## src/gat_pkg.sv

```systemverilog
// Constants for the gain amplifier trigger sequencer: register map, fields, timing counts.
// Assumes a 40 MHz core clock and an amplifier clock derived from it by a divider.
//
// Functional notes
// - Amplifier adds 12 clock periods plus 18 per gain-stage count before ADC trigger.
// - Pre-trigger before each conversion selects control set A or B.
// - Pre-trigger leads its hardware trigger by exactly one peripheral clock.
// - Sets A and B run one after the other on two successive triggers.
// - Both pre-trigger lines reach both ADC instances for simultaneous conversions.
// - Disabled amplifier forwards delay-block trigger and pre-trigger unchanged.
// - Software-triggered amplifier leaves delay-block pre-trigger free for the other ADC; the sequencer forwards it only while in GAT_S_READY.
// - Enabled hardware-triggered amplifier absorbs inputs and issues new delayed triggers.
// - Power-down keeps analog off and passes triggers straight to outputs.
// - After enable, 16 clock periods sample ground; no conversions meanwhile.
// - End of startup sets the startup-complete flag.
// - Calibration mode 10 samples differential ground on both inputs.
// - Calibration mode 00 samples the external input pins.
// - Long-sample 12-bit conversion takes 43 ADC clocks plus 5 peripheral clocks.
// - Gain-stage count n gives n+1 gain-stage clock assertions per conversion.
// - Stage clocks high at least 8, low at least 10, never both high.
// - ADC trigger issued at start of final gain-stage high phase.
// - Amplifier clock stopped idle, started on trigger, stopped after done.
package gat_pkg;

	// ==========================================================
	// Register map (byte addresses)
	localparam logic [7:0] GAT_ADDR_CTRL = 8'h00;
	localparam logic [7:0] GAT_ADDR_SWTRIG = 8'h04;
	localparam logic [7:0] GAT_ADDR_STATUS = 8'h08;

	// ==========================================================
	// Control register fields
	localparam int GAT_CTRL_EN_BIT = 0;
	localparam int GAT_CTRL_HWTRIG_BIT = 1;
	localparam int GAT_CTRL_CAL_LSB = 2;
	localparam int GAT_CTRL_GS_LSB = 4;
	localparam int GAT_CTRL_SWSET_BIT = 8;
	localparam logic [31:0] GAT_CTRL_RESET = 32'h0000_0032;

	// Status register fields
	localparam int GAT_STAT_STARTUP_COMPLETE_FLAG_BIT = 0;
	localparam int GAT_STAT_BUSY_BIT = 1;
	localparam int GAT_STAT_CLKRUN_BIT = 2;

	// Calibration mode encodings
	localparam logic [1:0] GAT_CAL_MISSION = 2'h0;
	localparam logic [1:0] GAT_CAL_GROUND = 2'h2;

	// ==========================================================
	// Timing counts in amplifier clock periods unless noted
	localparam logic [5:0] GAT_HI_TICKS = 6'h08;
	localparam logic [5:0] GAT_PERIOD_TICKS = 6'h12;
	localparam logic [5:0] GAT_BASE_TICKS = 6'h0C;
	localparam logic [5:0] GAT_FINAL_TICKS = 6'h24;
	localparam logic [5:0] GAT_CONV_ADC_TICKS = 6'h2B;
	localparam logic [5:0] GAT_CONV_PCLK = 6'h05;
	localparam logic [3:0] GAT_STARTUP_PERIODS = 4'hF;

	// ==========================================================
	// Sequencer states
	typedef enum logic [2:0] {
		GAT_S_OFF = 3'b000,
		GAT_S_START = 3'b001,
		GAT_S_READY = 3'b010,
		GAT_S_PRE = 3'b011,
		GAT_S_GS = 3'b100,
		GAT_S_FINAL = 3'b101,
		GAT_S_CONV = 3'b110,
		GAT_S_TAIL = 3'b111
	} gat_state_e;

endpackage

```

## src/gat_sequencer.sv

```systemverilog
// Gain amplifier trigger sequencer: APB registers, startup, trigger routing, clock phases.
// Assumes APB master on core_clk, delay-block trigger inputs synchronous to core_clk.
module gat_sequencer #(
	parameter int AMP_CLK_DIV = 5,
	parameter int GS_W = 3
) (
	// Clock and reset
	input wire logic core_clk,
	input wire logic rstn,
	// APB slave
	input wire logic psel,
	input wire logic penable,
	input wire logic pwrite,
	input wire logic [7:0] paddr,
	input wire logic [31:0] pwdata,
	output logic [31:0] prdata,
	output logic pready,
	output logic pslverr,
	// Delay block triggers in
	input wire logic dly_trig,
	input wire logic dly_pretrig_a,
	input wire logic dly_pretrig_b,
	// Triggers toward both ADCs
	output logic adc_trig,
	output logic adc_pretrig_a,
	output logic adc_pretrig_b,
	output logic free_pretrig_a,
	output logic free_pretrig_b,
	// Analog control
	output logic analog_on,
	output logic sh_clk,
	output logic gs_clk,
	output logic amp_clk_run,
	output logic [1:0] input_sel,
	output logic amp_done
);

	initial begin
		if (AMP_CLK_DIV < 1 || GS_W < 1 || GS_W > 4)
			$error("gat_sequencer: unsupported parameter values");
	end

	// ==========================================================
	// Register file
	logic [31:0] ctrl_reg;
	logic [31:0] ctrl_next;
	logic [31:0] prdata_reg;
	logic [31:0] prdata_next;
	logic pready_reg;
	logic pready_next;
	logic pslverr_reg;
	logic pslverr_next;
	logic sw_trig_reg;
	logic sw_trig_next;
	logic startup_complete_flag_reg;
	logic startup_complete_flag_next;

	logic en;
	logic hw_mode;
	logic [1:0] cal_sel;
	logic [GS_W-1:0] gs_n;
	logic wr_en;
	logic rd_setup;

	assign en = ctrl_reg[gat_pkg::GAT_CTRL_EN_BIT];
	assign hw_mode = ctrl_reg[gat_pkg::GAT_CTRL_HWTRIG_BIT];
	assign cal_sel = ctrl_reg[gat_pkg::GAT_CTRL_CAL_LSB +: 2];
	assign gs_n = ctrl_reg[gat_pkg::GAT_CTRL_GS_LSB +: GS_W];
	assign wr_en = psel && penable && pwrite && pready_reg;
	assign rd_setup = psel && !penable;

	function automatic logic addr_mapped(input logic [7:0] a);
		logic hit;
		hit = 1'b0;
		if (a == gat_pkg::GAT_ADDR_CTRL)
			hit = 1'b1;
		else if (a == gat_pkg::GAT_ADDR_SWTRIG)
			hit = 1'b1;
		else if (a == gat_pkg::GAT_ADDR_STATUS)
			hit = 1'b1;
		return hit;
	endfunction

	// ==========================================================
	// Sequencer state
	gat_pkg::gat_state_e state_reg;
	gat_pkg::gat_state_e state_next;
	logic [5:0] cnt_reg;
	logic [5:0] cnt_next;
	logic [3:0] per_reg;
	logic [3:0] per_next;
	logic [GS_W-1:0] k_reg;
	logic [GS_W-1:0] k_next;
	logic set_b_reg;
	logic set_b_next;
	logic trig_pend_reg;
	logic trig_pend_next;
	logic tick;
	logic div_run_reg;
	logic div_run_next;

	logic adc_trig_reg, adc_trig_next;
	logic pre_a_reg, pre_a_next;
	logic pre_b_reg, pre_b_next;
	logic free_a_reg, free_a_next;
	logic free_b_reg, free_b_next;
	logic analog_reg, analog_next;
	logic sh_reg, sh_next;
	logic gs_reg, gs_next;
	logic clk_run_reg, clk_run_next;
	logic [1:0] in_sel_reg, in_sel_next;
	logic done_reg, done_next;

	gat_tick_div #(
		.DIV(AMP_CLK_DIV)
	) u_tick (
		.core_clk(core_clk),
		.rstn(rstn),
		.run(div_run_reg),
		.tick(tick)
	);

	// ==========================================================
	// Register next values
	always_comb begin
		ctrl_next = ctrl_reg;
		sw_trig_next = 1'b0;
		pready_next = rd_setup;
		pslverr_next = rd_setup && !addr_mapped(paddr);
		prdata_next = prdata_reg;
		if (rd_setup) begin
			prdata_next = '0;
			if (paddr == gat_pkg::GAT_ADDR_CTRL) begin
				prdata_next = ctrl_reg;
			end else if (paddr == gat_pkg::GAT_ADDR_STATUS) begin
				prdata_next[gat_pkg::GAT_STAT_STARTUP_COMPLETE_FLAG_BIT] = startup_complete_flag_reg;
				prdata_next[gat_pkg::GAT_STAT_BUSY_BIT] = (state_reg != gat_pkg::GAT_S_READY);
				prdata_next[gat_pkg::GAT_STAT_CLKRUN_BIT] = clk_run_reg;
			end
		end
		if (wr_en) begin
			if (paddr == gat_pkg::GAT_ADDR_CTRL) begin
				ctrl_next = pwdata & 32'h0000_01FF;
			end else if (paddr == gat_pkg::GAT_ADDR_SWTRIG) begin
				sw_trig_next = pwdata[0];
			end
		end
	end

	always_ff @(posedge core_clk) begin
		if (!rstn) begin
			ctrl_reg <= gat_pkg::GAT_CTRL_RESET;
			prdata_reg <= 32'h0000_0000;
			pready_reg <= 1'b0;
			pslverr_reg <= 1'b0;
			sw_trig_reg <= 1'b0;
		end else begin
			ctrl_reg <= ctrl_next;
			prdata_reg <= prdata_next;
			pready_reg <= pready_next;
			pslverr_reg <= pslverr_next;
			sw_trig_reg <= sw_trig_next;
		end
	end

	// ==========================================================
	// Sequencer next values
	always_comb begin
		state_next = state_reg;
		cnt_next = cnt_reg;
		per_next = per_reg;
		k_next = k_reg;
		set_b_next = set_b_reg;
		startup_complete_flag_next = startup_complete_flag_reg;
		trig_pend_next = 1'b0;
		done_next = 1'b0;
		pre_a_next = 1'b0;
		pre_b_next = 1'b0;
		adc_trig_next = trig_pend_reg;
		free_a_next = 1'b0;
		free_b_next = 1'b0;
		case (state_reg)
			gat_pkg::GAT_S_OFF: begin
				// Power-down pass-through
				adc_trig_next = dly_trig;
				pre_a_next = dly_pretrig_a;
				pre_b_next = dly_pretrig_b;
				if (en) begin
					state_next = gat_pkg::GAT_S_START;
					cnt_next = '0;
					per_next = '0;
				end
			end
			gat_pkg::GAT_S_START: begin
				if (tick) begin
					cnt_next = cnt_reg + 6'h01;
					if (cnt_reg == gat_pkg::GAT_PERIOD_TICKS - 6'h01) begin
						cnt_next = '0;
						per_next = per_reg + 4'h1;
						if (per_reg == gat_pkg::GAT_STARTUP_PERIODS) begin
							state_next = gat_pkg::GAT_S_READY;
							startup_complete_flag_next = 1'b1;
						end
					end
				end
			end
			gat_pkg::GAT_S_READY: begin
				cnt_next = '0;
				k_next = '0;
				if (hw_mode) begin
					// Consume delay-block inputs, remember the chosen set
					if (dly_pretrig_a)
						set_b_next = 1'b0;
					else if (dly_pretrig_b)
						set_b_next = 1'b1;
					if (dly_trig)
						state_next = gat_pkg::GAT_S_PRE;
				end else begin
					free_a_next = dly_pretrig_a;
					free_b_next = dly_pretrig_b;
					set_b_next = ctrl_reg[gat_pkg::GAT_CTRL_SWSET_BIT];
					if (sw_trig_reg)
						state_next = gat_pkg::GAT_S_PRE;
				end
			end
			gat_pkg::GAT_S_PRE: begin
				if (tick) begin
					cnt_next = cnt_reg + 6'h01;
					if (cnt_reg == gat_pkg::GAT_BASE_TICKS - 6'h01) begin
						cnt_next = '0;
						if (gs_n == '0) begin
							state_next = gat_pkg::GAT_S_FINAL;
							pre_a_next = !set_b_reg;
							pre_b_next = set_b_reg;
							trig_pend_next = 1'b1;
						end else begin
							state_next = gat_pkg::GAT_S_GS;
						end
					end
				end
			end
			gat_pkg::GAT_S_GS: begin
				if (tick) begin
					cnt_next = cnt_reg + 6'h01;
					if (cnt_reg == gat_pkg::GAT_PERIOD_TICKS - 6'h01) begin
						cnt_next = '0;
						k_next = k_reg + GS_W'(1);
						if (k_reg + GS_W'(1) == gs_n) begin
							state_next = gat_pkg::GAT_S_FINAL;
							pre_a_next = !set_b_reg;
							pre_b_next = set_b_reg;
							trig_pend_next = 1'b1;
						end
					end
				end
			end
			gat_pkg::GAT_S_FINAL: begin
				if (tick) begin
					cnt_next = cnt_reg + 6'h01;
					if (cnt_reg == gat_pkg::GAT_FINAL_TICKS - 6'h01) begin
						cnt_next = '0;
						state_next = gat_pkg::GAT_S_CONV;
						done_next = 1'b1;
					end
				end
			end
			gat_pkg::GAT_S_CONV: begin
				if (tick) begin
					cnt_next = cnt_reg + 6'h01;
					// ADC part of the long-sample conversion, then peripheral clocks
					if (cnt_reg == gat_pkg::GAT_CONV_ADC_TICKS - 6'h01) begin
						cnt_next = '0;
						state_next = gat_pkg::GAT_S_TAIL;
					end
				end
			end
			gat_pkg::GAT_S_TAIL: begin
				cnt_next = cnt_reg + 6'h01;
				if (cnt_reg == gat_pkg::GAT_CONV_PCLK - 6'h01) begin
					cnt_next = '0;
					state_next = gat_pkg::GAT_S_READY;
				end
			end
			default: begin
				state_next = gat_pkg::GAT_S_OFF;
			end
		endcase
		if (!en) begin
			state_next = gat_pkg::GAT_S_OFF;
			startup_complete_flag_next = 1'b0;
			trig_pend_next = 1'b0;
		end
	end

	// ==========================================================
	// Registered analog controls derived from the next state
	always_comb begin
		div_run_next = (state_next != gat_pkg::GAT_S_OFF) &&
			(state_next != gat_pkg::GAT_S_READY) && (state_next != gat_pkg::GAT_S_TAIL);
		clk_run_next = (state_next == gat_pkg::GAT_S_START) || (state_next == gat_pkg::GAT_S_PRE) ||
			(state_next == gat_pkg::GAT_S_GS) || (state_next == gat_pkg::GAT_S_FINAL);
		analog_next = (state_next != gat_pkg::GAT_S_OFF);
		sh_next = 1'b0;
		gs_next = 1'b0;
		// Sample-hold high ticks 0..7 of the lead-in; gaps keep both clocks apart
		case (state_next)
			gat_pkg::GAT_S_START: begin
				sh_next = !per_next[0] && (cnt_next < gat_pkg::GAT_HI_TICKS);
				gs_next = per_next[0] && (cnt_next < gat_pkg::GAT_HI_TICKS);
			end
			gat_pkg::GAT_S_PRE: sh_next = (cnt_next < gat_pkg::GAT_HI_TICKS);
			gat_pkg::GAT_S_GS: gs_next = (cnt_next < gat_pkg::GAT_HI_TICKS);
			gat_pkg::GAT_S_FINAL: gs_next = 1'b1;
			default: begin
				sh_next = 1'b0;
			end
		endcase
		if (state_next == gat_pkg::GAT_S_START)
			in_sel_next = gat_pkg::GAT_CAL_GROUND;
		else
			in_sel_next = cal_sel;
	end

	always_ff @(posedge core_clk) begin
		if (!rstn) begin
			state_reg <= gat_pkg::GAT_S_OFF;
			cnt_reg <= 6'h00;
			per_reg <= 4'h0;
			k_reg <= '0;
			set_b_reg <= 1'b0;
			startup_complete_flag_reg <= 1'b0;
			trig_pend_reg <= 1'b0;
			div_run_reg <= 1'b0;
			adc_trig_reg <= 1'b0;
			pre_a_reg <= 1'b0;
			pre_b_reg <= 1'b0;
			free_a_reg <= 1'b0;
			free_b_reg <= 1'b0;
			analog_reg <= 1'b0;
			sh_reg <= 1'b0;
			gs_reg <= 1'b0;
			clk_run_reg <= 1'b0;
			in_sel_reg <= 2'h0;
			done_reg <= 1'b0;
		end else begin
			state_reg <= state_next;
			cnt_reg <= cnt_next;
			per_reg <= per_next;
			k_reg <= k_next;
			set_b_reg <= set_b_next;
			startup_complete_flag_reg <= startup_complete_flag_next;
			trig_pend_reg <= trig_pend_next;
			div_run_reg <= div_run_next;
			adc_trig_reg <= adc_trig_next;
			pre_a_reg <= pre_a_next;
			pre_b_reg <= pre_b_next;
			free_a_reg <= free_a_next;
			free_b_reg <= free_b_next;
			analog_reg <= analog_next;
			sh_reg <= sh_next;
			gs_reg <= gs_next;
			clk_run_reg <= clk_run_next;
			in_sel_reg <= in_sel_next;
			done_reg <= done_next;
		end
	end

	// ==========================================================
	// Outputs; pre-trigger lines fan out to both ADC instances
	assign prdata = prdata_reg;
	assign pready = pready_reg;
	assign pslverr = pslverr_reg;
	assign adc_trig = adc_trig_reg;
	assign adc_pretrig_a = pre_a_reg;
	assign adc_pretrig_b = pre_b_reg;
	assign free_pretrig_a = free_a_reg;
	assign free_pretrig_b = free_b_reg;
	assign analog_on = analog_reg;
	assign sh_clk = sh_reg;
	assign gs_clk = gs_reg;
	assign amp_clk_run = clk_run_reg;
	assign input_sel = in_sel_reg;
	assign amp_done = done_reg;

endmodule

```

## src/gat_tick_div.sv

```systemverilog
// Amplifier clock tick generator: one-cycle tick every DIV core clocks while running.
// Assumes run is a registered level; counting restarts whenever run is low.
module gat_tick_div #(
	parameter int DIV = 5
) (
	// Clock and reset
	input wire logic core_clk,
	input wire logic rstn,
	// Control
	input wire logic run,
	// Tick out
	output logic tick
);

	localparam int CW = (DIV > 1) ? $clog2(DIV) : 1;
	localparam logic [CW-1:0] LAST = CW'(DIV - 1);

	logic [CW-1:0] cnt_reg;
	logic [CW-1:0] cnt_next;

	initial begin
		if (DIV < 1)
			$error("gat_tick_div: DIV must be at least 1");
	end

	always_comb begin
		cnt_next = '0;
		if (run) begin
			if (cnt_reg != LAST) begin
				cnt_next = cnt_reg + CW'(1);
			end
		end
	end

	always_ff @(posedge core_clk) begin
		if (!rstn) begin
			cnt_reg <= '0;
		end else begin
			cnt_reg <= cnt_next;
		end
	end

	// Decoded from the counter so the first tick lands DIV clocks after run rises
	assign tick = run && (cnt_reg == LAST);

endmodule

```

## config.mk

```make
export PLATFORM = sky130hd
export DESIGN_NAME = gat_sequencer
export DESIGN_NICKNAME = d
export VERILOG_FILES = /design/src/gat_pkg.sv /design/src/gat_sequencer.sv /design/src/gat_tick_div.sv
export SDC_FILE = /design/constraint.sdc
export NUM_CORES = 1
export LEC_CHECK = 0
export BUFFER_PORTS_ARGS = -buffer_cell sky130_fd_sc_hd__buf_2
export CORE_AREA = 2 2 83 85
export DETAILED_ROUTE_END_ITERATION = 8
export DIE_AREA = 0 0 85 87
export GPL_TIMING_DRIVEN = 1
export PLACE_DENSITY_LB_ADDON = 0.12
export SLEW_MARGIN = 20
export SYNTH_ARGS = -nofsm -noshare
export SYNTH_HDL_FRONTEND = slang
export SYNTH_SLANG_ARGS = --single-unit
export TNS_END_PERCENT = 1
```

## constraint.sdc

```tcl
create_clock -name core_clk -period 2.9 [get_ports core_clk]
set_input_delay 0.145 -clock core_clk [delete_from_list [all_inputs] [get_ports core_clk]]
set_output_delay 0.145 -clock core_clk [all_outputs]
set_load 0.02 [all_outputs]
```

==> metrics.csv, run 1 <==
metric,value,unit
status,finished clean,
vias in the first global route,2458,
syn_area_per_cell,8.32,um2
ys async rst share,0,
Detailed Route WL,7.48,mm
CTS Buf Count,5,
Syn Inst Count,390,
Rel. slew slack,0.479,
number of diodes,0,
ANT nets after route,0,
WHS,0.0345,ns
HPWL after detailed placement,5.46,mm
Final Hold Vio Count,0,
Arrival @ worst endpoint,2.85,ns
clk root buf,clkbuf_8,
post-route clock period utilization,0.908,
initial antenna violation count,0,
YS warnings,0,
CTS Hold Bufs,0,
IO Pins,94,
PwrDens,391,mW/mm2
largest net degree at the start of global routing,38,
Core Footprint,0.00657,mm2
maximum clock path buffer count,2,
1st-iter DRT viols,207,
Tmin final,2.63,ns
routed via count,2830,
CP max FO,6,
DRT Pass-1 Iters,4,
filler cell count,623,
static leakage,1.46,nW
die height,87,um
top_reg_cell synth,dfxtp_1,
setup bufs post-CTS,0,
total grt overflow,0,
drt wl/cell,14.6,um
Mapped Area,0.00325,mm2
CTS tree,built,
top cell type's share of synthesized area,0.345,
GP Congestion,0.920,
post_cts resized,0,
sequential fraction of the synthesis area,0.345,
Critical Path RT,3.12,ns
clk slew on worst S/H paths,0.11,ns
Initial Utilization,0.494,
Setup Viol. Count Final,0,
synth unique cells,68,
maximum vdd drop,267,uV
vias per cell,5.53,
Die W,85,um
layout cell share with drive strength beyond 1,0.199,
GRT Util Overall,0.203,
Post-synth EDFFs,0,
Setup crit end kind,register,
row count,30,
RSZ-0062 raised after global routing,false,
final clock skew,0.00856,ns
Area contributors post-synth,"dfxtp_1, nor2_1, buf_4",
DRC viols,0,
max-cap violations,0,
Yosys top cell by area,dfxtp_1,
final setup TNS,0,ns
Pins Over Slew Limit,0,
Crit Path Category,register to register,
worst-margin pin slew,0.775,ns
global-route wire length before repair,12.1,mm
net total in the final layout,487,
HP Class,input pin to register,
Final Core Density,0.537,
port bufs,47,
Synth Register Bits,56,
Die ar.,0.00740,mm2
P&R area growth vs syn,8.71,%
FMAX,0.380,GHz
CP startpoint kind,register,
Clock Latency Late Sink,0.31,ns
H-tree depth,2,
TritonCTS Sinks,56,
[layer usage]
layer  vias up  GRT usage  wire [um]
met5         -          0          0
met4         0     0.0447         65
met3         7     0.0341        338
met2        72      0.318       3470
met1      1319      0.295       3610
li1       1432          -          -
[through the flow]
step / std cells / power [mW] / instance area, um2 / worst slack (ns)
2_1_floorplan: 412 / 0.863 / 3330 / 0.587
3_3_place_gp: 504 / 0.864 / 3410 / 0.310
3_5_place_dp: 504 / 0.865 / 3410 / 0.312
4_1_cts: 512 / 1.40 / 3530 / 0.255
5_1_grt: 512 / 1.43 / 3530 / 0.0776
6_report: 512 / 1.38 / 3530 / 0.268
[placed cells by master (no fill, tap or decap), drive strengths merged, types with 14 or more instances in the layout]
master   n
a21oi   23
nor3    14
o21ai   14
nand2   36
conb    23
dfxtp   56
inv     16
nor2    48
buf     55
[final timing paths]
| check | start | endpoint | slack (ns) | depth (start not counted) |
|---|---|---|---|---|
| worst min-delay path | pwdata[4] | ctrl_reg[4] | 0.03 | 3 |
| worst max-delay path | cnt_reg[1] | sh_clk | 0.27 | 8 |
| worst min register to register | trig_pend_reg | adc_trig | 0.45 | 2 |
| worst max register to register | cnt_reg[1] | sh_clk | 0.27 | 8 |
[power by group]
group | leakage, nW | internal, mW | switching (mW)
logic | 0.953 | 0.0179 | 0.0563
registers | 0.452 | 0.772 | 0.000667
clock network | 0.0600 | 0.262 | 0.272
[cell type report]
| class | count | area, um2 | share of cell area |
|---|---|---|---|
| inverter | 16 | 60.1 | 0.0170 |
| multi-input combinational | 297 | 1840 | 0.521 |
| sequential | 56 | 1120 | 0.318 |
| tap | 80 | 100 | 0.0284 |
| clock inverter | 3 | 46.3 | 0.0131 |
| clock buffer | 5 | 68.8 | 0.0195 |
| timing repair buffer | 55 | 295 | 0.0837 |
[cells by family (layout without fill, tap and decap cells)]
group,count (synthesis),after routing,share of synthesized area
AOI/OAI and AO/OA,76,76,0.170
other,1,23,0.00116
buffers and inverters,59,79,0.114
xor gates and xnor gates,3,3,0.0123
muxes,14,14,0.0439
DFF,56,56,0.345
adders and majority gates,8,8,0.0308
and+or+nand+nor,173,173,0.282
[worst max-delay path, cell delays in order, from the launching register on]
cell and delay (ns):
dfxtp_1 0.44, ha_1 0.27, or2b_2 0.36, or2_1 0.25, a221oi_1 0.29, o31ai_1 0.21, a211oi_2 0.32, nand2_2 0.10
nor4b_2 0.30
[cell usage after synthesis (4+ instances only)]
cell / n
a21oi_1: 22
a22oi_1: 8
buf_4: 23
clkbuf_1: 10
clkbuf_8: 4
dfxtp_1: 56
ha_1: 8
inv_1: 14
mux2i_1: 12
nand2_1: 35
nand2b_1: 6
nand3_1: 12
nand4_1: 8
nor2_1: 48
nor3_1: 14
nor4_1: 11
o21ai_0: 13
or3_1: 5
Note: power is estimated with default switching activity, not from simulation.
==> inputs of run 2 (changes only) <==
--- a/config.mk
+++ b/config.mk
@@ -11,6 +11,7 @@
 export DIE_AREA = 0 0 85 87
 export GPL_TIMING_DRIVEN = 1
 export PLACE_DENSITY_LB_ADDON = 0.12
+export REMOVE_ABC_BUFFERS = 1
 export SLEW_MARGIN = 20
 export SYNTH_ARGS = -nofsm -noshare
 export SYNTH_HDL_FRONTEND = slang
==> run 2 against run 1 <==
Net effect: power is 6.3% lower; via count barely moved; die area stayed put.
==> metrics.csv, run 2 (synthesis results as in run 1) <==
metric,value,unit,change
drt wl/cell,14.5,um,was 14.6 um
Setup crit end kind,register,,unchanged
hold path cells,3,,unchanged
FMAX,0.381,GHz,was 0.380 GHz
maximum vdd drop,238,uV,was 267 uV
Placed Cells,503,,was 504
HP Class,input pin to register,,unchanged
Final Hold Vio Count,0,,unchanged
DRC viols,0,,unchanged
sequential cell area,0.00112,mm2,unchanged
static leakage,1.45,nW,was 1.46 nW
vias per cell,5.54,,was 5.53
hold path start,pwdata[1],,was pwdata[4]
Rel. slew slack,0.464,,was 0.479
Worst Reg-to-Reg Cells,8,,unchanged
1st-iter DRT viols,174,,was 207
vias in the first global route,2430,,was 2458
Die W,85,um,unchanged
Clock Latency Late Sink,0.31,ns,about the same
GRT Util Overall,0.200,,was 0.203
CP startpoint kind,register,,unchanged
Crit Path Category,register to register,,unchanged
Initial Utilization,0.494,,unchanged
max-cap violations,0,,unchanged
CTS Buf Count,5,,unchanged
Critical Path RT,3.13,ns,was 3.12 ns
PwrDens,370,mW/mm2,was 391 mW/mm2
Pins Over Slew Limit,0,,unchanged
Tmin final,2.62,ns,was 2.63 ns
Setup Viol. Count Final,0,,unchanged
clk root buf,clkbuf_8,,unchanged
most frequent cells in the layout,"dfxtp_1, nor2_1, buf_2, nand2_1, conb_1",,unchanged
IO Pins,94,,unchanged
slowest CP cell,dfxtp_1,,unchanged
largest net degree at the start of global routing,38,,unchanged
total grt overflow,0,,unchanged
R2R Path Start,cnt_reg[0],,was cnt_reg[1]
DRT Pass-1 Iters,4,,unchanged
Top delay family on crit path,simple AND/OR/NAND/NOR gates,,unchanged
status,finished clean,,unchanged
final clock skew,0.00880,ns,was 0.00856 ns
post-route clock period utilization,0.905,,was 0.908
worst-margin pin slew,0.798,ns,was 0.775 ns
post_cts resized,0,,unchanged
CP max FO,6,,unchanged
P&R area growth vs syn,7.75,%,was 8.71%
Detailed Route WL,7.39,mm,was 7.48 mm
"Critical Path, Cell by Cell","ha_1, or2b_2, or3_4, a211oi_4, nor4_1, a211oi_2, nand2_2, nor4b_2",,"was ha_1, or2b_2, or2_1, a221oi_1, o31ai_1, a211oi_2, nand2_2, nor4b_2"
row count,30,,unchanged
setup bufs post-CTS,0,,unchanged
multi-input logic area,0.00184,mm2,unchanged
filler cell count,627,,was 623
clk slew on worst S/H paths,0.11,ns,about the same
final setup TNS,0,ns,unchanged
CTS tree,built,,unchanged
"commonest non-fill, non-tap cell in the layout",dfxtp_1,,unchanged
net total in the final layout,486,,was 487
port bufs,47,,unchanged
total chip power,1.29,mW,was 1.38 mW
Core Footprint,0.00657,mm2,unchanged
register-to-register setup slack,0.28,ns,was 0.27 ns
Arrival @ worst endpoint,2.85,ns,about the same
global-route wire length before repair,11.9,mm,was 12.1 mm
ANT nets after route,0,,unchanged
maximum clock path buffer count,2,,unchanged
reg2reg end,sh_clk,,unchanged
RSZ-0062 raised after global routing,false,,unchanged
Die ar.,0.00740,mm2,unchanged
die height,87,um,unchanged
TritonCTS Sinks,56,,unchanged
HPWL after detailed placement,5.42,mm,was 5.46 mm
initial antenna violation count,0,,unchanged
CTS Hold Bufs,0,,unchanged
worst hold path endpoint,ctrl_reg[1],,was ctrl_reg[4]
H-tree depth,2,,unchanged
number of diodes,0,,unchanged
CP Buf/Inv Count,0,,unchanged
Final Instance Count excl. Fillers,511,,was 512
GP Congestion,0.885,,was 0.920
routed via count,2832,,was 2830
max incr delay on CP,0.44,ns,about the same
layout cell share with drive strength beyond 1,0.197,,was 0.199
==> run 2: cell count changes in the layout (fill, tap and decap cells not counted) <==
cell       before  now
inv_6           0    1
buf_4           8    7
inv_8           1    0
bufinv_16       1    0
clkinv_4        0    1
==> run 2: stage by stage <==
| step | area, um2 | hold slack [ns] | utilization | setup WS (ns) |
|---|---|---|---|---|
| finish | 3500 | 0.0399 | 0.532 | 0.276 |
| global route | 3500 | 0.0413 | 0.532 | 0.0804 |
| floorplan | 3020 | 0.207 | - | 0.581 |
| CTS | 3500 | 0.0348 | 0.532 | 0.263 |
| detailed placement | 3410 | 0.370 | 0.518 | 0.315 |
| global placement | 3410 | 0.365 | 0.518 | 0.358 |
==> run 2: worst max path at each step <==
stage | start | endpoint | slack, ns | cells after the start
2_1_floorplan | cnt_reg[0] | gs_clk | 0.58 | 8
3_3_place_gp | cnt_reg[0] | sh_clk | 0.36 | 8
3_5_place_dp | cnt_reg[0] | sh_clk | 0.31 | 8
4_1_cts | cnt_reg[0] | sh_clk | 0.26 | 8
5_1_grt | cnt_reg[0] | sh_clk | 0.08 | 8
6_report | cnt_reg[0] | sh_clk | 0.28 | 8
==> run 2: power breakdown <==
group	leakage [nW]	internal, mW	switching (mW)
Sequential	0.452	0.772	0.000864
Clock	0.0485	0.174	0.273
Combinational	0.947	0.0179	0.0562
==> run 2: routing by layer <==
layer | GRT usage | up-vias | routed length [um]
met3 | 0.0332 | 10 | 380
met1 | 0.287 | 1312 | 3460
met2 | 0.314 | 83 | 3460
li1 | - | 1427 | -
met4 | 0.0491 | 0 | 87
met5 | 0 | - | 0
==> run 2: cell type report <==
class                           instances  area share
Multi-Input combinational cell        297       0.525
Clock inverter                          3     0.00644
Tap cell                               80      0.0286
Inverter                               16      0.0172
Sequential cell                        56       0.321
Clock buffer                            5      0.0197
Timing Repair Buffer                   54      0.0823
==> run 2: worst reg2reg max path: cells and delay by family (launching register included) <==
family,cells,cell delay [ns]
adders and majority gates,1,0.27
and+or+nand+nor,5,1.22
AOI/OAI and AO/OA,2,0.61
DFF,1,0.44
